--- src/inc/pir_pkg.sv ---
package pir_pkg;

  // Register byte addresses on the bus
  localparam logic [7:0] OFF_EN4 = 8'h00;
  localparam logic [7:0] OFF_REQ1 = 8'h04;
  localparam logic [7:0] OFF_EN1 = 8'h08;
  localparam logic [7:0] OFF_CORE = 8'h0C;
  localparam logic [7:0] OFF_EVT_STS = 8'h10;
  localparam logic [7:0] OFF_EVT_CLR = 8'h14;
  localparam logic [7:0] OFF_EVT_EN = 8'h18;

  // Request flag positions
  localparam int BIT_T1_GATE = 7;
  localparam int BIT_ADC = 6;
  localparam int BIT_UART_RX = 5;
  localparam int BIT_UART_TX = 4;
  localparam int BIT_SER1 = 3;
  localparam int BIT_CAPCOMP1 = 2;
  localparam int BIT_T2_MATCH = 1;
  localparam int BIT_T1_OVF = 0;

  // Second enable register positions
  localparam int BIT_SER2_COLL = 1;
  localparam int BIT_SER2_XFER = 0;

  // Core control positions
  localparam int BIT_GLOBAL = 7;
  localparam int BIT_GATE = 6;

  // Software-writable flags; the two UART flags are excluded
  localparam logic [7:0] REQ1_RW_MASK = 8'hCF;

  // Reset values
  localparam logic [7:0] RST_REQ1 = 8'h00;
  localparam logic [7:0] RST_EN1 = 8'h00;
  localparam logic [1:0] RST_EN4 = 2'h0;
  localparam logic [7:0] RST_EVT = 8'h00;

  typedef struct packed {
    logic timer1_gate;
    logic adc_done;
    logic serial1_transfer;
    logic capcomp1;
    logic timer1_overflow;
  } pir_events_t;

  typedef struct packed {
    logic rx;
    logic tx;
  } pir_uart_t;

  typedef struct packed {
    logic [1:0] en4;
    logic [7:0] req1;
    logic [7:0] en1;
    logic gate;
    logic glob;
    logic [7:0] evt_sts;
    logic [7:0] evt_en;
    logic ack;
    logic [31:0] rdat;
    logic cpu_irq;
    logic evt_irq;
  } pir_state_t;

  typedef struct packed {
    logic eq;
    logic hit;
  } pir_match_t;

  typedef struct packed {
    logic meta;
    logic sync;
  } pir_sync_t;

endpackage : pir_pkg

--- src/design/pir_rst_sync.sv ---
`timescale 1ns/10ps
module pir_rst_sync (
  // Clock and raw reset
  input wire logic clk,
  input wire logic rst_n,
  // Released reset
  output logic rst_sync_n
);

  pir_pkg::pir_sync_t st_q;
  pir_pkg::pir_sync_t st_d;

  always_comb begin
    st_d.meta = 1'b1;
    st_d.sync = st_q.meta;
  end

  // Assert at once, release only after two clean edges
  always_ff @(posedge clk or negedge rst_n) begin
    if (!rst_n) begin
      st_q <= '0;
    end else begin
      st_q <= st_d;
    end
  end

  assign rst_sync_n = st_q.sync;

endmodule : pir_rst_sync

--- src/design/pir_match.sv ---
`timescale 1ns/10ps
module pir_match #(
  parameter int W = 8
) (
  // Clock and reset
  input wire logic clk,
  input wire logic rst_n,
  // Timer count and period
  input wire logic [W-1:0] count,
  input wire logic [W-1:0] period,
  // One pulse per new match
  output logic hit
);

  pir_pkg::pir_match_t st_q;
  pir_pkg::pir_match_t st_d;

  // A count parked on the period must not flood the flag with pulses
  always_comb begin
    st_d.eq = (count == period);
    st_d.hit = (count == period) && !st_q.eq;
  end

  always_ff @(posedge clk or negedge rst_n) begin
    if (!rst_n) begin
      st_q <= '0;
    end else begin
      st_q <= st_d;
    end
  end

  assign hit = st_q.hit;

endmodule : pir_match

--- src/design/pir_regs.sv ---
// The register offsets and register access over Wishbone were left to the implementer.
`timescale 1ns/10ps
module pir_regs #(
  parameter bit HAS_EN4 = 1'b1,
  parameter int T2_W = 8
) (
  // Clock and reset
  input wire logic clk,
  input wire logic rst_n,
  // Wishbone classic slave
  input wire logic wb_cyc_i,
  input wire logic wb_stb_i,
  input wire logic wb_we_i,
  input wire logic [7:0] wb_adr_i,
  input wire logic [3:0] wb_sel_i,
  input wire logic [31:0] wb_dat_i,
  output logic [31:0] wb_dat_o,
  output logic wb_ack_o,
  // Peripheral events
  input wire pir_pkg::pir_events_t evt_i,
  input wire pir_pkg::pir_uart_t uart_i,
  input wire logic [T2_W-1:0] timer2_count,
  input wire logic [T2_W-1:0] timer2_period_reg,
  input wire logic [1:0] serial2_flags,
  // Interrupt outputs
  output logic cpu_irq,
  output logic evt_irq
);

  pir_pkg::pir_state_t st_q;
  pir_pkg::pir_state_t st_d;
  logic rst_s_n;
  logic t2_hit;
  logic req;
  logic wr;
  logic [7:0] set_v;
  logic [7:0] wbyte;

  function automatic logic is_at(input logic [7:0] adr,
                                 input logic [7:0] off);
    is_at = (adr == off);
  endfunction : is_at

  pir_rst_sync u_rst (
    .clk(clk),
    .rst_n(rst_n),
    .rst_sync_n(rst_s_n)
  );

  pir_match #(.W(T2_W)) u_t2 (
    .clk(clk),
    .rst_n(rst_s_n),
    .count(timer2_count),
    .period(timer2_period_reg),
    .hit(t2_hit)
  );

  // One access per request: ack in the cycle after stb, then dropped
  assign req = wb_cyc_i && wb_stb_i && !st_q.ack;
  assign wr = req && wb_we_i && wb_sel_i[0];
  assign wbyte = wb_dat_i[7:0];

  // Event vector in flag order; UART events are their rising levels
  always_comb begin
    set_v = 8'h00;
    set_v[pir_pkg::BIT_T1_GATE] = evt_i.timer1_gate;
    set_v[pir_pkg::BIT_ADC] = evt_i.adc_done;
    set_v[pir_pkg::BIT_UART_RX] =
      uart_i.rx && !st_q.req1[pir_pkg::BIT_UART_RX];
    set_v[pir_pkg::BIT_UART_TX] =
      uart_i.tx && !st_q.req1[pir_pkg::BIT_UART_TX];
    set_v[pir_pkg::BIT_SER1] = evt_i.serial1_transfer;
    set_v[pir_pkg::BIT_CAPCOMP1] = evt_i.capcomp1;
    set_v[pir_pkg::BIT_T2_MATCH] = t2_hit;
    set_v[pir_pkg::BIT_T1_OVF] = evt_i.timer1_overflow;
  end

  always_comb begin
    st_d = st_q;
    st_d.ack = req;

    // Second enable register, absent on the small variant
    if (wr && is_at(wb_adr_i, pir_pkg::OFF_EN4) && HAS_EN4) begin
      st_d.en4 = wbyte[1:0];
    end
    if (wr && is_at(wb_adr_i, pir_pkg::OFF_EN1)) begin
      st_d.en1 = wbyte;
    end
    if (wr && is_at(wb_adr_i, pir_pkg::OFF_CORE)) begin
      st_d.glob = wbyte[pir_pkg::BIT_GLOBAL];
      st_d.gate = wbyte[pir_pkg::BIT_GATE];
    end

    // Writable flags take the written value, then events win over it
    if (wr && is_at(wb_adr_i, pir_pkg::OFF_REQ1)) begin
      st_d.req1 = wbyte & pir_pkg::REQ1_RW_MASK;
    end
    st_d.req1 = st_d.req1 | (set_v & pir_pkg::REQ1_RW_MASK);
    // UART flags mirror the receiver and transmitter state only
    st_d.req1[pir_pkg::BIT_UART_RX] = uart_i.rx;
    st_d.req1[pir_pkg::BIT_UART_TX] = uart_i.tx;

    // Sticky event log; a new event beats a clear in the same cycle
    if (wr && is_at(wb_adr_i, pir_pkg::OFF_EVT_CLR)) begin
      st_d.evt_sts = st_q.evt_sts & ~wbyte;
    end
    st_d.evt_sts = st_d.evt_sts | set_v;
    if (wr && is_at(wb_adr_i, pir_pkg::OFF_EVT_EN)) begin
      st_d.evt_en = wbyte;
    end
    st_d.evt_irq = |(st_q.evt_sts & st_q.evt_en);

    // Processor request, gated by both core bits
    st_d.cpu_irq = st_q.glob && st_q.gate &&
      ((|(st_q.req1 & st_q.en1)) ||
       (|(serial2_flags & st_q.en4)));

    // Read data; unmapped and write-only addresses answer zero
    st_d.rdat = 32'h0000_0000;
    if (req && !wb_we_i) begin
      if (is_at(wb_adr_i, pir_pkg::OFF_EN4)) begin
        st_d.rdat[1:0] = st_q.en4;
      end else if (is_at(wb_adr_i, pir_pkg::OFF_REQ1)) begin
        st_d.rdat[7:0] = st_q.req1;
      end else if (is_at(wb_adr_i, pir_pkg::OFF_EN1)) begin
        st_d.rdat[7:0] = st_q.en1;
      end else if (is_at(wb_adr_i, pir_pkg::OFF_CORE)) begin
        st_d.rdat[pir_pkg::BIT_GLOBAL] = st_q.glob;
        st_d.rdat[pir_pkg::BIT_GATE] = st_q.gate;
      end else if (is_at(wb_adr_i, pir_pkg::OFF_EVT_STS)) begin
        st_d.rdat[7:0] = st_q.evt_sts;
      end else if (is_at(wb_adr_i, pir_pkg::OFF_EVT_EN)) begin
        st_d.rdat[7:0] = st_q.evt_en;
      end
    end
  end

  // Every reset source lands here through the synchroniser
  always_ff @(posedge clk or negedge rst_s_n) begin
    if (!rst_s_n) begin
      st_q <= '0;
      st_q.req1 <= pir_pkg::RST_REQ1;
      st_q.en1 <= pir_pkg::RST_EN1;
      st_q.en4 <= pir_pkg::RST_EN4;
      st_q.evt_sts <= pir_pkg::RST_EVT;
      st_q.evt_en <= pir_pkg::RST_EVT;
    end else begin
      st_q <= st_d;
    end
  end

  assign wb_dat_o = st_q.rdat;
  assign wb_ack_o = st_q.ack;
  assign cpu_irq = st_q.cpu_irq;
  assign evt_irq = st_q.evt_irq;

  AST_GATE_BLOCKS: assert property (
    @(posedge clk) disable iff (!rst_s_n)
    !st_q.gate |=> !cpu_irq)
    else $error("request passed with peripheral gate clear");

  AST_EN4_UPPER_ZERO: assert property (
    @(posedge clk) disable iff (!rst_s_n)
    (req && !wb_we_i && is_at(wb_adr_i, pir_pkg::OFF_EN4))
      |=> (wb_ack_o && wb_dat_o[31:2] == 30'h0000_0000))
    else $error("upper enable bits read nonzero");

  AST_EN4_WRITE: assert property (
    @(posedge clk) disable iff (!rst_s_n)
    (wr && is_at(wb_adr_i, pir_pkg::OFF_EN4))
      |=> st_q.en4 == (HAS_EN4 ? $past(wbyte[1:0]) : 2'h0))
    else $error("second enable register write mismatch");

  AST_SER2_ENABLE: assert property (
    @(posedge clk) disable iff (!rst_s_n)
    (st_q.glob && st_q.gate && st_q.en1 == 8'h00 &&
     (serial2_flags & st_q.en4) == 2'h0) |=> !cpu_irq)
    else $error("serial2 request without its enable");

  AST_FLAG_SETS: assert property (
    @(posedge clk) disable iff (!rst_s_n)
    evt_i.timer1_overflow |=> st_q.req1[pir_pkg::BIT_T1_OVF])
    else $error("overflow event lost");

  AST_UART_MIRROR: assert property (
    @(posedge clk) disable iff (!rst_s_n)
    1'b1 |=> st_q.req1[pir_pkg::BIT_UART_RX] == $past(uart_i.rx) &&
             st_q.req1[pir_pkg::BIT_UART_TX] == $past(uart_i.tx))
    else $error("uart flag changed by something other than uart");

  AST_SW_WRITE: assert property (
    @(posedge clk) disable iff (!rst_s_n)
    (wr && is_at(wb_adr_i, pir_pkg::OFF_REQ1) &&
     !evt_i.timer1_gate)
      |=> st_q.req1[pir_pkg::BIT_T1_GATE] == $past(wbyte[7]))
    else $error("writable flag did not take written value");

  AST_T2_MATCH: assert property (
    @(posedge clk) disable iff (!rst_s_n)
    $rose(timer2_count == timer2_period_reg)
      |-> ##2 st_q.req1[pir_pkg::BIT_T2_MATCH])
    else $error("timer2 match did not set its flag");

  AST_REQ_RAISE: assert property (
    @(posedge clk) disable iff (!rst_s_n)
    (st_q.glob && st_q.gate && |(st_q.req1 & st_q.en1)) |=> cpu_irq)
    else $error("enabled pending flag raised no request");

  AST_ACK_ONE: assert property (
    @(posedge clk) disable iff (!rst_s_n)
    wb_ack_o |=> !wb_ack_o)
    else $error("ack held for more than one cycle");

  // Checked while reset is low, so no disable clause here
  AST_RESET_CLEAR: assert property (
    @(posedge clk)
    !rst_s_n |-> (st_q.req1 == 8'h00 && st_q.en1 == 8'h00 &&
                  st_q.en4 == 2'h0 && !cpu_irq && !wb_ack_o))
    else $error("state not cleared while in reset");

  AST_EN1_WRITE: assert property (
    @(posedge clk) disable iff (!rst_s_n)
    (wr && is_at(wb_adr_i, pir_pkg::OFF_EN1))
      |=> st_q.en1 == $past(wbyte))
    else $error("enable register write mismatch");

  AST_CORE_WRITE: assert property (
    @(posedge clk) disable iff (!rst_s_n)
    (wr && is_at(wb_adr_i, pir_pkg::OFF_CORE))
      |=> (st_q.gate == $past(wbyte[pir_pkg::BIT_GATE]) &&
           st_q.glob == $past(wbyte[pir_pkg::BIT_GLOBAL])))
    else $error("core control write mismatch");

  AST_GLOBAL_BLOCKS: assert property (
    @(posedge clk) disable iff (!rst_s_n)
    !st_q.glob |=> !cpu_irq)
    else $error("request passed with global enable clear");

  AST_SER2_COLL_RAISE: assert property (
    @(posedge clk) disable iff (!rst_s_n)
    (st_q.glob && st_q.gate && serial2_flags[1] && st_q.en4[1])
      |=> cpu_irq)
    else $error("enabled serial2 collision raised no request");

  AST_SER2_XFER_RAISE: assert property (
    @(posedge clk) disable iff (!rst_s_n)
    (st_q.glob && st_q.gate && serial2_flags[0] && st_q.en4[0])
      |=> cpu_irq)
    else $error("enabled serial2 transfer raised no request");

  AST_GATE_FLAG: assert property (
    @(posedge clk) disable iff (!rst_s_n)
    evt_i.timer1_gate |=> (st_q.req1[pir_pkg::BIT_T1_GATE] &&
                           st_q.evt_sts[pir_pkg::BIT_T1_GATE]))
    else $error("timer1 gate event lost");

  AST_ADC_FLAG: assert property (
    @(posedge clk) disable iff (!rst_s_n)
    evt_i.adc_done |=> (st_q.req1[pir_pkg::BIT_ADC] &&
                        st_q.evt_sts[pir_pkg::BIT_ADC]))
    else $error("converter event lost");

  AST_SER1_FLAG: assert property (
    @(posedge clk) disable iff (!rst_s_n)
    evt_i.serial1_transfer |=> st_q.req1[pir_pkg::BIT_SER1])
    else $error("serial1 event lost");

  AST_CAPCOMP_FLAG: assert property (
    @(posedge clk) disable iff (!rst_s_n)
    evt_i.capcomp1 |=> st_q.req1[pir_pkg::BIT_CAPCOMP1])
    else $error("capture compare event lost");

  AST_FLAG_HOLD: assert property (
    @(posedge clk) disable iff (!rst_s_n)
    (st_q.req1[pir_pkg::BIT_T1_OVF] &&
     !(wr && is_at(wb_adr_i, pir_pkg::OFF_REQ1)))
      |=> st_q.req1[pir_pkg::BIT_T1_OVF])
    else $error("pending flag dropped without a write");

  AST_EVT_STICKY: assert property (
    @(posedge clk) disable iff (!rst_s_n)
    (st_q.evt_sts[pir_pkg::BIT_ADC] &&
     !(wr && is_at(wb_adr_i, pir_pkg::OFF_EVT_CLR)))
      |=> st_q.evt_sts[pir_pkg::BIT_ADC])
    else $error("event status dropped without a clear");

  AST_REQ1_READ: assert property (
    @(posedge clk) disable iff (!rst_s_n)
    (req && !wb_we_i && is_at(wb_adr_i, pir_pkg::OFF_REQ1))
      |=> (wb_dat_o[7:0] == $past(st_q.req1) &&
           wb_dat_o[31:8] == 24'h00_0000))
    else $error("request register read mismatch");

  AST_UART_NOWRITE: assert property (
    @(posedge clk) disable iff (!rst_s_n)
    (wr && is_at(wb_adr_i, pir_pkg::OFF_REQ1))
      |=> (st_q.req1[pir_pkg::BIT_UART_RX] == $past(uart_i.rx) &&
           st_q.req1[pir_pkg::BIT_UART_TX] == $past(uart_i.tx)))
    else $error("software write reached a uart flag");

  // A parked count must give one pulse, not one per cycle
  AST_T2_ONE_PULSE: assert property (
    @(posedge clk) disable iff (!rst_s_n)
    t2_hit |=> !t2_hit)
    else $error("timer2 match pulse repeated");

  AST_ACK_ANSWER: assert property (
    @(posedge clk) disable iff (!rst_s_n)
    req |=> wb_ack_o)
    else $error("taken request not acknowledged");

  AST_DAT_IDLE: assert property (
    @(posedge clk) disable iff (!rst_s_n)
    !wb_ack_o |-> wb_dat_o == 32'h0000_0000)
    else $error("read data shown without ack");

  AST_EVT_IRQ_SET: assert property (
    @(posedge clk) disable iff (!rst_s_n)
    (|(st_q.evt_sts & st_q.evt_en)) |=> evt_irq)
    else $error("enabled event raised no event interrupt");

  AST_EVT_IRQ_CLR: assert property (
    @(posedge clk) disable iff (!rst_s_n)
    !(|(st_q.evt_sts & st_q.evt_en)) |=> !evt_irq)
    else $error("event interrupt without enabled status");

  // A write with its byte lane off is acked but must change nothing
  AST_SEL_IGNORED: assert property (
    @(posedge clk) disable iff (!rst_s_n)
    (req && wb_we_i && !wb_sel_i[0])
      |=> ($stable(st_q.en4) && $stable(st_q.en1)))
    else $error("write without byte lane changed a register");

endmodule : pir_regs

--- config.mk ---
export PLATFORM = sky130hd
export DESIGN_NAME = pir_regs
export DESIGN_NICKNAME = d
export VERILOG_FILES = /design/src/inc/pir_pkg.sv /design/src/design/pir_rst_sync.sv /design/src/design/pir_match.sv /design/src/design/pir_regs.sv
export SDC_FILE = /design/constraint.sdc
export NUM_CORES = 1
export LEC_CHECK = 0
export BUFFER_PORTS_ARGS = -buffer_cell sky130_fd_sc_hd__buf_2
export CAP_MARGIN = 20
export CORE_AREA = 5 5 73 109
export CTS_BUF_LIST = sky130_fd_sc_hd__clkbuf_2
export DETAILED_ROUTE_END_ITERATION = 10
export DIE_AREA = 0 0 78 114
export PLACE_DENSITY = 0.67
export SLEW_MARGIN = 10
export SYNTH_ARGS = -nofsm -noshare
export SYNTH_HDL_FRONTEND = slang
export SYNTH_SLANG_ARGS = --single-unit
--- constraint.sdc ---
create_clock -name clk -period 2.4 [get_ports clk]
set_input_delay 0.24 -clock clk [delete_from_list [all_inputs] [get_ports clk]]
set_output_delay 0.24 -clock clk [all_outputs]
set_load 0.05 [all_outputs]
# Word level (Yosys, flattened, before mapping)
# Index checks and enable logic that the tools add are counted.
# totals
wordCells	66
reg_bits	51
# op_classes
n_mux	11
bitwise_logic	7
n_reduce_logical	26
n_eq_ne	7
# ops
op	count
$mux 8	7
$and 8x8->8	3
$eq 8x5->1 const B	3
$eq 8x4->1 const B	2
$logic_and 1x1->1	16
$or 8x8->8	2
$reduce_or 8->1	2
$mux 6	2
$eq 8x3->1 const B	1
$eq 8x8->1	1
$logic_not 8->1	1
$not 8->8	1
$logic_not 1->1	5
$mux 2	2
$and 2x2->2	1
$reduce_or 2->1	1
$logic_or 1x1->1	1

# Depth between registers and ports, before layout
# depth
ltp_word	8
depth_mapped	6

# Cells and area by module
# From an unflattened synthesis, not the netlist that was laid out.
# unflattened
hier_cells	249
hier_area_um2	2665.1
# by_module_without_submodules
mod	n_inst	area_per_inst_um2	cells_per_inst
pir_regs	1	2464.9	232
pir_match	1	146.4	14
pir_rst_sync	1	53.8	3

# Worst setup path before layout
# OpenSTA, ideal clock, no wires.
# synth_path
path_type	flip-flop to flip-flop
startpoint	reg st_q (netlist bit wb_ack_o)
endpoint	reg st_q[53] (netlist bit)
path_stages_with_launch	5
arrival_time_ns	1.987
synth_period_minus_slack_ns	2.115
setup_time_ns	0.128
setup_slack_ns	0.285
cell_sequence	dfrtp_1 -> nand3b_2 -> or4_1 -> buf_2 -> mux2_1
# synth_via
elab_chain_cells	5
# synth_lines
item	line	text
start: declaration	pir_regs.sv:30	pir_pkg::pir_state_t st_q;
start signal: assignment	pir_regs.sv:148	st_q <= st_d;
$logic_not 1->1	pir_regs.sv:59	assign req = wb_cyc_i && wb_stb_i && !st_q.ack;
$logic_and 1x1->1	pir_regs.sv:59	
$logic_and 1x1->1 (2 in series)	pir_regs.sv:60	assign wr = req && wb_we_i && wb_sel_i[0];
$logic_and 1x1->1	pir_regs.sv:86	if (wr && is_at(wb_adr_i, pir_pkg::OFF_EN1)) begin
# No other way between the ends.
# A chain may end at the register's enable or synchronous reset.

==> out/metrics.yaml <==
critical_path:
  startpoint_type: "register"
  cp_slowest_cell: "nor4bb_1"
  cp.depth: 5
  crit_buf_inv: 1
  endpoint_kind: "register"
  worst_path_largest_cell_delay_ps: 640
  criticalPathCategory: "register to register"
  critPathMaxFanout: 4
  r2r.worst_path.cells: 5
  path_cells: "nor4bb_1 > nand3_1 > nor3_1 > buf_4 > a22o_1"
  arrival_ps: 2330
  crit_required_ps: 2770
  crit_family: "simple AND/OR/NAND/NOR gates"
detailed_routing:
  wl_per_cell_um: 15.60
  avgViaCountPerCell: 5.102
  ant_nets: 0
  drc: 0
  drt_pre_antenna_iters: 4
  vias: 1949
  wl_mm: 5.958
  drt_iter0_markers: 194
logic_synthesis:
  yosysWarningCount: 0
  synth_mux_area_share_pct: 12.77
  synthArstFlopShare_pct: 100.0
  yosys.area_share.simple_pct: 14.32
  netlist_area_um2: 2674
  synthAdderAreaFrac_pct: 0
  synth_cells: 233
  synth_xor_area_share_pct: 2.620
  synth_compound_area_share_pct: 11.89
  synthFlopType: "dfrtp_1"
  synth_area_leaders: "dfrtp_1, mux2_1, buf_4"
  synth_top_area_share_pct: 47.73
  ys_ff_latch: 51
  postSynthAreaPerCell_um2: 11.48
  synth_top_family_by_area: "simple AND/OR/NAND/NOR gates"
  yosysTopAreaCell: "dfrtp_1"
  synth-edff-count: 0
  ys_seq_area_share_pct: 47.73
  synth_cell_types: 38
timing:
  rsz0062_at_grt: "false"
  slew_violations: 0
  relSlewSlack_pct: 52.05
  min_period_over_period_pct: 82.00
  timing.setup.tns_ps: 0
  finalSetupViolations: 0
  hold_viol: 0
  finClkSkew_ps: 21.81
  fmax_mhz: 508.1
  tightest_slew_ps: 709.5
  post-route-min-period_ps: 1968
  fin_hold_ws_ps: 53.42
power_and_ir_drop:
  powerDensity_nw_per_um2: 511.4
  leakage_nw: 1.492
  ir_drop_uv: 282.5
floorplanning:
  die_h_um: 114
  io_pins: 109
  start_util_pct: 38.26
  placementRows: 38
  fp.coreArea_um2: 6989
  die_area_um2: 8892
  die_width_um: 78
global_routing:
  grt_overflow_total: 0
  grt_pass1_wl_mm: 9.729
  grt_max_degree: 26
  antenna_found_initial: 1
  grt_usage_pct: 13.69
  grt_pass1_vias: 2050
placement:
  place.gp.congestion: 0.8853
  io_buffers: 57
  hpwl_mm: 4.813
min_path:
  hold_path_depth: 2
  hp-class: "input port to register"
flow_run:
  maxCapViolCount: 0
clocking:
  cts_tree: "done"
  cts_buffers: 5
  htree_levels: 2
  clockRootBuffer: "clkbuf_2"
  cts_resized: 0
  clock_path_buffers: 2
  insertion_delay_ps: 420
  clock_sinks: 51
  clkSlewWorstSetupHoldPaths_ps: 260
cells_and_area:
  layout.nets: 374
  syn_to_final_growth_pct: 16.00
  drive_gt1_share_pct: 26.58
  final_common_cell: "buf_2"
  final_cell_mix: "buf_2, dfrtp_1, mux2_1, conb_1, nand2_1"
run_status:
  outcome: "completed"
-- worst register-to-register path, cell delays in order (launching register included) --
cell and delay, ps:
dfrtp_1 450, nor4bb_1 640, nand3_1 280, nor3_1 250
buf_4 170, a22o_1 140
-- area by class of cell --
cell class                      instances  area, um^2
Antenna cell                            1       2.502
Clock buffer                            5       25.02
Clock inverter                          3       42.54
Fill cell                             681        3887
Inverter                                4       15.01
Multi-Input combinational cell        164        1206
Sequential cell                        51        1277
Tap cell                               80       100.1
Timing Repair Buffer                   74       432.9
-- final timing paths --
path	start	to	slack, ps
worst max-delay path	wb_ack_o$_DFF_PN0_	wb_dat_o[3]$_DFF_PN0_	430
min in group asynchronous	rst_n	u_rst.rst_sync_n$_DFF_PN0_	70
worst min register to register	u_rst.rst_sync_n$_DFF_PN0_	st_q[55]$_DFFE_PN0P_	80
worst min-delay path	wb_dat_i[2]	st_q[55]$_DFFE_PN0P_	50
max in group asynchronous	u_rst.rst_sync_n$_DFF_PN0_	u_t2.st_q[1]$_DFF_PN0_	1780
worst max register to register	wb_ack_o$_DFF_PN0_	wb_dat_o[3]$_DFF_PN0_	430
-- repair_timing --
action / in CTS / in global routing
hold buffers: 8 / 0
endpoints found under the hold margin: 14 / 0
endpoints found under the setup margin: 0 / 0
setup buffers: 0 / 0
-- registers in the layout (all words and copies together), names as in the netlist --
signal            count
st_q                 36
wb_dat_o              8
cpu_irq               1
evt_irq               1
u_rst.rst_sync_n      1
u_rst.st_d            1
u_t2.hit              1
u_t2.st_q             1
wb_ack_o              1
-- metrics by stage --
step / area [um^2] / total power [mW] / setup WS, ps / std cells / utilization [%]
2_1_floorplan: 2760 / 1.100 / 285.3 / 256 / -
5_1_grt: 3102 / 1.660 / 420.5 / 382 / 44.38
6_report: 3102 / 1.586 / 432.0 / 382 / 44.38
3_5_place_dp: 2952 / 1.152 / 331.0 / 365 / 42.23
3_3_place_gp: 2952 / 1.147 / 388.8 / 365 / 42.23
4_1_cts: 3099 / 1.603 / 466.9 / 381 / 44.34
-- synthesized netlist by cell type, types with 3 or more instances --
| master | number |
|---|---|
| xnor2_1 | 8 |
| a21o_1 | 7 |
| nand4_1 | 4 |
| nand2b_1 | 7 |
| nor2b_1 | 4 |
| dfrtp_1 | 51 |
| inv_1 | 4 |
| a22o_1 | 12 |
| a22oi_1 | 8 |
| a221oi_1 | 3 |
| buf_4 | 32 |
| a21oi_1 | 4 |
| mux2i_1 | 6 |
| mux2_1 | 25 |
| buf_2 | 3 |
| nand2_1 | 13 |
| nor3_1 | 8 |
| nand3_1 | 4 |
| nor2_1 | 4 |
-- where the power goes --
group,switching (mW),internal [mW],total [mW]
Clock,0.263,0.177,0.441
Sequential,0.0169,0.878,0.895
Combinational,0.172,0.0789,0.251
-- cells by family after synthesis --
group | Yosys count
buf+inv | 41
compound gates | 41
mux | 31
other cells | 2
xor+xnor | 8
simple gates | 59
flops | 51
-- routing by layer --
| metal | share of wire [%] | up-vias | global-route usage (%) |
|---|---|---|---|
| li1 | - | 932 | - |
| met1 | 36 | 930 | 14.74 |
| met2 | 54 | 80 | 26.05 |
| met3 | 7.3 | 7 | 2.370 |
| met4 | 2.1 | 0 | 5.186 |
| met5 | 0 | - | 0 |
No activity file was read; power rests on OpenSTA's default activity.
